### config.mk
export PLATFORM = sky130hd
export DESIGN_NAME = host_mode_status
export DESIGN_NICKNAME = d
export VERILOG_FILES = /design/src/logic/host_bus_pkg.sv /design/src/logic/host_addr_decode.sv /design/src/logic/host_mode_status.sv
export VERILOG_INCLUDE_DIRS = /design/src /design/src/logic
export SDC_FILE = /design/constraint.sdc
export NUM_CORES = 1
export LEC_CHECK = 0
export BUFFER_PORTS_ARGS = -buffer_cell sky130_fd_sc_hd__buf_4
export CORE_MARGIN = 5
export CORE_UTILIZATION = 35
export CTS_CLUSTER_SIZE = 30
export DETAILED_ROUTE_END_ITERATION = 12
export PLACE_DENSITY = 0.89
export RECOVER_POWER = 100
export SLEW_MARGIN = 0
export SYNTH_ARGS = -nofsm -noshare
export SYNTH_HDL_FRONTEND = slang
export SYNTH_SLANG_ARGS = --single-unit
### constraint.sdc
create_clock -name clk_sys -period 1.8 [get_ports clk_sys]
set_input_delay 0.27 -clock clk_sys [delete_from_list [all_inputs] [get_ports clk_sys]]
set_output_delay 0.27 -clock clk_sys [all_outputs]
set_load 0.03 [all_outputs]
### src/logic/host_bus_defines.svh
// Offsets, field positions and reset values of the host bus mode and status registers
`ifndef HOST_BUS_DEFINES_SVH
`define HOST_BUS_DEFINES_SVH

// ==========================================================
// Byte mode addresses (full 7-bit host address)
`define WSEL_BYTE_ADDR_LO 7'h00
`define WSEL_BYTE_ADDR_HI 7'h01
`define STAT_BYTE_ADDR_0 7'h04
`define STAT_BYTE_ADDR_1 7'h05
`define STAT_BYTE_ADDR_2 7'h06
`define STAT_BYTE_ADDR_3 7'h07

// ==========================================================
// Word mode addresses (host address bits 6:1)
`define WSEL_WORD_ADDR 6'h00
`define STAT_WORD_ADDR_LO 6'h02
`define STAT_WORD_ADDR_HI 6'h03

// ==========================================================
// Field positions and reset values
`define WSEL_BIT 0
`define WSEL_RESET 1'b0
`define STAT_CFG_LOCK_BIT 0
`define STAT_HOST_LOCK_BIT 1
`define STAT_CFG_FAULT_BIT 2
`define STAT_CARD_FAULT_BIT 3
`define RDATA_RESET 16'h0000

`endif

### src/logic/host_bus_pkg.sv
// Types shared by the host bus mode and status logic
`default_nettype none

package host_bus_pkg;

  // ==========================================================
  // Host access request as seen on the port pins
  typedef struct packed {
    logic [6:0] addr;
    logic [15:0] wdata;
    logic rd;
    logic wr;
  } host_req_s;

  // Status inputs from the rest of the controller
  typedef struct packed {
    logic cfg_engine_holds_lock;
    logic host_port_holds_lock;
    logic cfg_engine_fault;
    logic card_ctrl_fault;
  } ctrl_state_s;

  // Decoded register selection
  typedef enum logic [1:0] {
    SEL_NONE,
    SEL_WIDTH,
    SEL_STAT_LO,
    SEL_STAT_HI
  } reg_sel_e;

endpackage

`default_nettype wire

### src/logic/host_addr_decode.sv
// Address decode of the host port for byte and word modes
`include "host_bus_defines.svh"
`default_nettype none

module host_addr_decode (
  input wire logic [6:0] addr,
  input wire logic word_mode,
  output var host_bus_pkg::reg_sel_e sel,
  output logic upper_byte
);

  // ==========================================================
  // Decode
  // word mode uses bits 6:1
  // status at word 02h-03h or bytes 04h-07h
  always_comb begin
    upper_byte = 1'b0;
    if (word_mode) begin
      if (addr[6:1] == `WSEL_WORD_ADDR) begin
        sel = host_bus_pkg::SEL_WIDTH;
      end else if (addr[6:1] == `STAT_WORD_ADDR_LO) begin
        sel = host_bus_pkg::SEL_STAT_LO;
      end else if (addr[6:1] == `STAT_WORD_ADDR_HI) begin
        sel = host_bus_pkg::SEL_STAT_HI;
      end else begin
        sel = host_bus_pkg::SEL_NONE;
      end
    end else if (addr == `WSEL_BYTE_ADDR_LO || addr == `WSEL_BYTE_ADDR_HI) begin
      // both byte aliases hit one bit
      sel = host_bus_pkg::SEL_WIDTH;
      upper_byte = addr[0];
    end else if (addr == `STAT_BYTE_ADDR_0 || addr == `STAT_BYTE_ADDR_1) begin
      sel = host_bus_pkg::SEL_STAT_LO;
      upper_byte = addr[0];
    end else if (addr == `STAT_BYTE_ADDR_2 || addr == `STAT_BYTE_ADDR_3) begin
      sel = host_bus_pkg::SEL_STAT_HI;
      upper_byte = addr[0];
    end else begin
      sel = host_bus_pkg::SEL_NONE;
    end
  end

endmodule

`default_nettype wire

### src/logic/host_mode_status.sv
// Host port bus width select register and low controller status bits
`include "host_bus_defines.svh"
`default_nettype none

module host_mode_status (
  input wire logic clk_sys,
  input wire logic rst_n,
  input wire host_bus_pkg::host_req_s req,
  input wire host_bus_pkg::ctrl_state_s ctrl,
  output logic [15:0] rdata,
  output logic [15:0] rdata_oe,
  output logic width_select_bit
);

  typedef struct packed {
    logic wsel;
    logic [15:0] rdata;
    logic [15:0] oe;
  } state_s;

  state_s state_q;
  state_s state_d;
  host_bus_pkg::reg_sel_e sel;
  logic upper_byte;
  logic [31:0] controller_status;

  // ==========================================================
  // Decode
  host_addr_decode u_dec (
    .addr(req.addr),
    .word_mode(state_q.wsel),
    .sel(sel),
    .upper_byte(upper_byte)
  );

  // ==========================================================
  // Status word; upper bits live elsewhere and read zero here
  // lock and fault bits
  always_comb begin
    controller_status = 32'h0000_0000;
    controller_status[`STAT_CFG_LOCK_BIT] = ctrl.cfg_engine_holds_lock;
    controller_status[`STAT_HOST_LOCK_BIT] = ctrl.host_port_holds_lock;
    controller_status[`STAT_CFG_FAULT_BIT] = ctrl.cfg_engine_fault;
    controller_status[`STAT_CARD_FAULT_BIT] = ctrl.card_ctrl_fault;
  end

  // Read data picked by width; byte mode drives only 7:0
  function automatic logic [15:0] pick(input logic [15:0] w, input logic word, input logic hi);
    if (word) begin
      pick = w;
    end else begin
      pick = {8'h00, hi ? w[15:8] : w[7:0]};
    end
  endfunction

  // ==========================================================
  // Next state; read data registered one cycle after rd
  always_comb begin
    state_d = state_q;
    state_d.oe = 16'h0000;
    state_d.rdata = `RDATA_RESET;
    if (req.wr && sel == host_bus_pkg::SEL_WIDTH) begin
      state_d.wsel = req.wdata[`WSEL_BIT];
    end
    if (req.rd && sel != host_bus_pkg::SEL_NONE) begin
      // byte mode enables only low lane
      state_d.oe = state_q.wsel ? 16'hffff : 16'h00ff;
      case (sel)
        host_bus_pkg::SEL_WIDTH: state_d.rdata = {15'h0000, state_q.wsel};
        host_bus_pkg::SEL_STAT_LO:
          state_d.rdata = pick(controller_status[15:0], state_q.wsel, upper_byte);
        host_bus_pkg::SEL_STAT_HI:
          state_d.rdata = pick(controller_status[31:16], state_q.wsel, upper_byte);
        default: state_d.rdata = `RDATA_RESET;
      endcase
    end
  end

  // Registers
  always_ff @(posedge clk_sys or negedge rst_n) begin
    if (!rst_n) begin
      state_q <= '{wsel: `WSEL_RESET, rdata: `RDATA_RESET, oe: 16'h0000};
    end else begin
      state_q <= state_d;
    end
  end

  assign rdata = state_q.rdata;
  assign rdata_oe = state_q.oe;
  assign width_select_bit = state_q.wsel;
endmodule

`default_nettype wire

==> impl_metrics.sql, run 1 <==
INSERT INTO impl_metrics (metric_group, metric, value, unit) VALUES
('timing', 'final_period_minus_worst_setup_slack', '1540', 'ps'),
('floorplan', 'placement_rows', '14', ''),
('placed_design', 'detailedPlacementHpwl', '1030', 'um'),
('grt', 'grt_pass1_wl', '1880', 'um'),
('power_and_ir_drop', 'pwr-share-clk', '33.3', '%'),
('power_and_ir_drop', 'seq_power_share', '40.2', '%'),
('power_and_ir_drop', 'net_switching_power_figure', '0.000141', 'W'),
('setup_path', 'worstSetupEndpointType', 'flop', ''),
('clocking', 'ctsRootBufferMaster', 'sky130_fd_sc_hd__clkbuf_4', ''),
('setup_path', 'crit-reg2reg-launch', 'width_select_bit', ''),
('floorplan', 'floorplan_core_area', '1510', 'um2'),
('floorplan', 'top_level_ports', '64', ''),
('yosys', 'synth.cell_area', '557', 'um2'),
('drt', 'firstDrtPassIters', '2', ''),
('timing', 'timing.final.hold_violations', '0', ''),
('power_and_ir_drop', 'powerDensity', '658', 'nW/um2'),
('clocking', 'clockBufferDepth', '2', ''),
('clocking', 'worst_skew_pair.late_latency', '250', 'ps'),
('setup_path', 'reg2reg_slack', '810', 'ps'),
('placed_design', 'gp_congestion', '0.679', ''),
('clocking', 'tritoncts_num_sinks', '7', ''),
('grt', 'track_usage', '10.1', '%'),
('worst_hold_path', 'timing.hold.worst.class', 'primary input to flop', ''),
('timing', 'setup_slack', '264', 'ps'),
('clocking', 'postCtsSetupBuffers', '0', ''),
('yosys', 'synth-warning-count', '0', ''),
('floorplan', 'floorplan.die.height', '49.9', 'um'),
('grt', 'congestion_overflow_gr', '0', ''),
('setup_path', 'timing.critical_path.from_type', 'primary input', ''),
('finish', 'final.fill_count', '171', ''),
('setup_path', 'timing.setup.critical_path_class', 'primary input to flop', ''),
('placed_design', 'port-buffer-count', '36', ''),
('clocking', 'cts_max_level', '1', ''),
('run', 'maxCapViolCount', '0', ''),
('drt', 'drt_first_iter_violations', '5', ''),
('setup_path', 'critical_path_source', 'req[24]', ''),
('finish', 'synthToLayoutAreaGrowth', '15.7', '%'),
('setup_path', 'r2r_end', 'rdata[0]', ''),
('finish', 'layoutNonFillerInstCount', '102', ''),
('drt', 'via_count', '436', ''),
('timing', 'fin_worst_skew', '4.29', 'ps'),
('floorplan', 'start_util', '37.0', '%'),
('power_and_ir_drop', 'internal_power', '0.000283', 'W'),
('timing', 'max_clock_freq', '651', 'MHz'),
('power_and_ir_drop', 'total_leakage_power', '0.318', 'nW'),
('finish', 'diodes', '0', ''),
('floorplan', 'dieWidth', '49.9', 'um'),
('grt', 'grt_start_max_net_pins', '9', ''),
('yosys', 'ys_seq_elements', '7', ''),
('drt', 'post_drt_via_cell_ratio', '4.27', ''),
('timing', 'post-route-period-util', '85.3', '%'),
('power_and_ir_drop', 'ir_worst_vdd', '252', 'uV'),
('setup_path', 'crit_arrival', '1690', 'ps'),
('status', 'run_status', 'finished clean', ''),
('setup_path', 'crit_path_max_fanout', '4', ''),
('drt', 'drc', '0', ''),
('timing', 'setup_repair_after_global_routing_missed_its_margin', 'false', ''),
('worst_hold_path', 'min_from', 'req[2]', ''),
('setup_path', 'cp_data_required_time', '1950', 'ps'),
('yosys', 'synthDistinctLibCells', '18', ''),
('yosys', 'syn-mean-instance-area', '9.44', 'um2'),
('finish', 'layout-drive-gt1-share', '23.3', '%'),
('finish', 'fin_util', '42.8', '%'),
('yosys', 'synth_cells', '59', ''),
('setup_path', 'crit_end', 'rdata[3]', ''),
('clocking', 'cts-buffers-inserted', '3', ''),
('setup_path', 'cell_depth_of_the_worst_flop_to_flop_path', '2', ''),
('timing', 'maxSlewViolCount', '0', ''),
('placed_design', 'place_ws', '-19.4', 'ps'),
('clocking', 'cts.reportedPaths.clkPinSlew', '50', 'ps'),
('timing', 'setup-violations-final', '0', ''),
('clocking', 'tritoncts_clock_tree', 'done', ''),
('finish', 'nets', '121', ''),
('grt', 'grt_pass1_vias', '441', ''),
('yosys', 'portion_of_the_post_synthesis_area_used_by_sequential_elements', '31.5', '%'),
('placed_design', 'numPlacedInstances', '97', ''),
('drt', 'totalWireLength', '1170', 'um'),
('floorplan', 'fp.dieArea', '2490', 'um2'),
('grt', 'initial_antenna_violation_count', '0', ''),
('power_and_ir_drop', 'net_switching_share_of_the_total_power', '33.2', '%'),
('drt', 'antenna_violating_nets_post_route', '0', ''),
('power_and_ir_drop', 'comb_pwr_share', '26.4', '%'),
('drt', 'post_drt_wl_per_cell', '11.4', 'um');
worst max-delay path, stage by stage:
cell                       delay, ps
sky130_fd_sc_hd__clkbuf_1         90
sky130_fd_sc_hd__nor4_4          310
sky130_fd_sc_hd__nand2_1         150
sky130_fd_sc_hd__ha_1            230
sky130_fd_sc_hd__nor2b_1         250
sky130_fd_sc_hd__nand2_1         140
sky130_fd_sc_hd__nor3_1          230
cell usage after synthesis, drive strengths merged:
library cell | n | area, um2
and2 | 1 | 6.26
nor2b | 1 | 6.26
nand4 | 1 | 6.26
o22ai | 1 | 12.5
nor4 | 1 | 21.3
inv | 2 | 7.51
nor3 | 2 | 10.0
and4b | 1 | 13.8
nor2 | 1 | 3.75
ha | 3 | 37.5
xnor2 | 1 | 8.76
buf | 26 | 195
nand3 | 1 | 5.00
dfrtp | 7 | 175
nand2b | 1 | 6.26
mux2 | 1 | 11.3
nand2 | 7 | 26.3
conb | 1 | 3.75
final cells by class:
class                           count  area [um2]  share of cell area [%]
Clock buffer                        4        26.3                    4.08
Sequential cell                     7         175                    27.2
Multi-Input combinational cell     35         214                    33.2
Tap cell                           16        20.0                    3.11
Inverter                            2        7.51                    1.17
Timing Repair Buffer               38         201                    31.3
timing repair:
item                                    in CTS  in global routing
endpoints found under the setup margin       0                  0
gates resized for setup                      0                  0
endpoints found under the hold margin        7                  0
hold buffers                                 1                  0
power groups by stage:
stage                     clock (W)  sequential, W  combinational [W]
after floorplan                   0       0.000183          0.0000859
after global placement            0       0.000173           0.000119
after detailed placement          0       0.000173           0.000122
after CTS                  0.000147       0.000171           0.000124
after global routing       0.000152       0.000171           0.000120
final                      0.000141       0.000171           0.000112
metal layers:
metal  wire length (um)  vias to the layer above  track usage (%)
met5                  0                        -                0
met4                 29                        0             9.17
met3                254                        4             7.53
met2                552                       40             16.9
met1                329                      190             7.08
li1                   -                      202                -
through the flow:
stage          hold WS (ps)  instance area [um2]  setup TNS [ps]  power [W]
6_report                258                  644               0   0.000424
5_1_grt                 256                  644               0   0.000443
4_1_cts                 246                  737               0   0.000443
3_5_place_dp           86.4                  701           -19.4   0.000295
3_3_place_gp           81.9                  701               0   0.000292
2_1_floorplan         -25.6                  598               0   0.000269
flip-flops by register name, summed over array words and instances, names as in the netlist:
register          count
rdata                 4
rdata_oe              2
width_select_bit      1
placed cells by master, fill, tap and decap left out, types with 2 or more instances in the layout:
cell / n
sky130_fd_sc_hd__nand2_1: 7
sky130_fd_sc_hd__ha_1: 3
sky130_fd_sc_hd__nor3_1: 2
sky130_fd_sc_hd__conb_1: 12
sky130_fd_sc_hd__inv_1: 2
sky130_fd_sc_hd__buf_4: 13
sky130_fd_sc_hd__clkbuf_1: 24
sky130_fd_sc_hd__clkbuf_4: 4
sky130_fd_sc_hd__dfrtp_1: 7
how the worst min path moves through the flow:
stage                                   to  depth (start not counted)
after floorplan                   rdata[0]                          0
after global placement            rdata[2]                          1
after detailed placement          rdata[2]                          1
after CTS                         rdata[1]                          3
after global routing      width_select_bit                          2
final                     width_select_bit                          2
logic make-up (layout without fill, tap and decap cells):
kind of cell	after synthesis	count (layout)	share of synthesized area, %
flops	7	7	31.5
simple gates	17	17	18.9
compound gates	1	1	2.25
other cells	1	12	0.674
buf+inv	28	44	36.4
xor+xnor	1	1	1.57
mux	1	1	2.02
fa+ha+maj	3	3	6.74
Note: power is estimated with default switching activity, not from simulation.
==> inputs of run 2 (changes only) <==
--- a/config.mk
+++ b/config.mk
@@ -7,11 +7,13 @@
 export NUM_CORES = 1
 export LEC_CHECK = 0
 export BUFFER_PORTS_ARGS = -buffer_cell sky130_fd_sc_hd__buf_4
+export CELL_PAD_IN_SITES_DETAIL_PLACEMENT = 1
+export CELL_PAD_IN_SITES_GLOBAL_PLACEMENT = 1
 export CORE_MARGIN = 5
-export CORE_UTILIZATION = 35
+export CORE_UTILIZATION = 22
 export CTS_CLUSTER_SIZE = 30
 export DETAILED_ROUTE_END_ITERATION = 12
-export PLACE_DENSITY = 0.89
+export PLACE_DENSITY = 0.88
 export RECOVER_POWER = 100
 export SLEW_MARGIN = 0
 export SYNTH_ARGS = -nofsm -noshare
==> impl_metrics.sql, run 2 (same netlist as run 1, synthesis figures left out) <==
INSERT INTO impl_metrics (metric_group, metric, value, unit) VALUES
('status', 'run_status', 'finished clean', ''),
('floorplan', 'fp.dieArea', '3640', 'um2'),
('power_and_ir_drop', 'powerDensity', '634', 'nW/um2'),
('setup_path', 'crit-reg2reg-launch', 'width_select_bit', ''),
('grt', 'track_usage', '6.34', '%'),
('timing', 'timing.final.hold_violations', '0', ''),
('clocking', 'tritoncts_clock_tree', 'done', ''),
('grt', 'grt_pass1_wl', '1660', 'um'),
('drt', 'antenna_violating_nets_post_route', '0', ''),
('finish', 'most-common-layout-cells', '24 x sky130_fd_sc_hd__clkbuf_1, 13 x sky130_fd_sc_hd__buf_4, 12 x sky130_fd_sc_hd__conb_1', ''),
('worst_hold_path', 'hold-path-cell-count', '2', ''),
('setup_path', 'crit_path_max_fanout', '4', ''),
('setup_path', 'worstSetupEndpointType', 'flop', ''),
('worst_hold_path', 'timing.hold.worst.class', 'primary input to flop', ''),
('timing', 'max_clock_freq', '679', 'MHz'),
('placed_design', 'port-buffer-count', '36', ''),
('timing', 'post-route-period-util', '81.9', '%'),
('drt', 'totalWireLength', '1320', 'um'),
('grt', 'grt_start_max_net_pins', '9', ''),
('drt', 'post_drt_via_cell_ratio', '3.67', ''),
('finish', 'diodes', '0', ''),
('clocking', 'tritoncts_num_sinks', '7', ''),
('setup_path', 'r2r_end', 'rdata[0]', ''),
('timing', 'setup-violations-final', '0', ''),
('grt', 'congestion_overflow_gr', '0', ''),
('placed_design', 'placement.cell_area', '718', 'um2'),
('timing', 'setup_repair_after_global_routing_missed_its_margin', 'false', ''),
('drt', 'post_drt_wl_per_cell', '11.4', 'um'),
('finish', 'postLayoutCellArea', '668', 'um2'),
('grt', 'initial_antenna_violation_count', '0', ''),
('finish', 'synthToLayoutAreaGrowth', '20.0', '%'),
('setup_path', 'timing.setup.critical_path_class', 'primary input to flop', ''),
('finish', 'largest_register_ff_count', '4', ''),
('drt', 'drt_first_iter_violations', '2', ''),
('placed_design', 'detailedPlacementHpwl', '1200', 'um'),
('floorplan', 'dieWidth', '60.3', 'um'),
('power_and_ir_drop', 'total_leakage_power', '0.317', 'nW'),
('floorplan', 'start_util', '22.7', '%'),
('grt', 'grt_pass1_vias', '408', ''),
('timing', 'final_period_minus_worst_setup_slack', '1470', 'ps'),
('setup_path', 'crit_arrival', '1630', 'ps'),
('timing', 'finalSetupTns', '0', 'ps'),
('floorplan', 'placement_rows', '18', ''),
('power_and_ir_drop', 'ir_worst_vdd', '204', 'uV'),
('run', 'maxCapViolCount', '0', ''),
('setup_path', 'cell_depth_of_the_worst_flop_to_flop_path', '2', ''),
('timing', 'maxSlewViolCount', '0', ''),
('finish', 'layout_commonest_cell', 'sky130_fd_sc_hd__clkbuf_1', ''),
('finish', 'nets', '121', ''),
('drt', 'drc', '0', ''),
('drt', 'firstDrtPassIters', '2', ''),
('clocking', 'cts_max_level', '1', ''),
('setup_path', 'reg2reg_slack', '820', 'ps'),
('setup_path', 'timing.critical_path.from_type', 'primary input', ''),
('placed_design', 'gp_congestion', '0.695', ''),
('floorplan', 'floorplan.die.height', '60.3', 'um'),
('finish', 'layout-drive-gt1-share', '24.4', '%'),
('worst_hold_path', 'min_from', 'req[2]', ''),
('clocking', 'cts.reportedPaths.clkPinSlew', '50', 'ps'),
('worst_hold_path', 'whs_endpoint', 'width_select_bit', ''),
('clocking', 'postCtsResizedCells', '0', ''),
('timing', 'fin_worst_skew', '2.91', 'ps'),
('clocking', 'clockBufferDepth', '2', ''),
('clocking', 'worst_skew_pair.late_latency', '250', 'ps'),
('drt', 'via_count', '426', ''),
('setup_path', 'cp_data_required_time', '1960', 'ps'),
('clocking', 'cts-buffers-inserted', '3', ''),
('floorplan', 'top_level_ports', '64', ''),
('floorplan', 'floorplan_core_area', '2450', 'um2'),
('clocking', 'ctsRootBufferMaster', 'sky130_fd_sc_hd__clkbuf_4', '');
-- run 2: cell counts in the layout (fill, tap and decap cells not counted) --
Identical to the previous run, type by type.
-- run 2: how the worst max path moves through the flow --
| stage | startpoint | endpoint | slack (ps) | cells past startpoint |
|---|---|---|---|---|
| global route | req[24] | rdata[1] | 180 | 7 |
| global placement | req[24] | rdata[1] | 110 | 7 |
| finish | req[24] | rdata[1] | 330 | 7 |
| floorplan | req[24] | rdata[1] | 350 | 6 |
| detailed placement | req[24] | rdata[3] | 40 | 7 |
| CTS | req[24] | rdata[3] | 290 | 7 |
-- run 2: where the power goes --
group          internal, W  total, W  switching, W
logic            0.0000354  0.000112     0.0000768
registers         0.000163  0.000171    0.00000767
clock network    0.0000845  0.000140     0.0000559
total             0.000283  0.000424      0.000140
-- run 2: timing repair --
action	CTS	global route
buffers inserted	0	0
hold buffers	1	0
hold endpoints to repair	7	0
-- run 2: cell type report --
class / count / area, um2
Clock buffer: 4 / 26.3
Fill cell: 305 / 1790
Inverter: 2 / 7.51
Multi-Input combinational cell: 35 / 220
Sequential cell: 7 / 175
Tap cell: 30 / 37.5
Timing Repair Buffer: 38 / 201
-- run 2: critical path: stages --
cell and delay (ps):
sky130_fd_sc_hd__clkbuf_1 100, sky130_fd_sc_hd__nor4_4 310, sky130_fd_sc_hd__nand2_1 150, sky130_fd_sc_hd__ha_1 220, sky130_fd_sc_hd__nor2b_1 240, sky130_fd_sc_hd__nand2_1 150, sky130_fd_sc_hd__nor3_1 200
-- run 2: per-stage QoR --
step / worst slack (ps) / std cells / power, W / hold slack (ps) / utilization (%)
after detailed placement: 41.4 / 111 / 0.000296 / 83.3 / 29.3
after global placement: 115 / 111 / 0.000294 / 80.4 / 29.3
after global routing: 179 / 116 / 0.000442 / 250 / 27.2
after floorplan: 347 / 70 / 0.000269 / -25.6 / -
final: 326 / 116 / 0.000424 / 249 / 27.2
after CTS: 294 / 116 / 0.000442 / 245 / 30.7
-- run 2: layer usage --
| metal | part of all wire [%] | up-vias | track usage (%) |
|---|---|---|---|
| li1 | - | 202 | - |
| met3 | 16 | 3 | 1.30 |
| met4 | 2.3 | 0 | 4.75 |
| met1 | 25 | 192 | 4.91 |
| met2 | 57 | 29 | 13.1 |
| met5 | 0 | - | 0 |
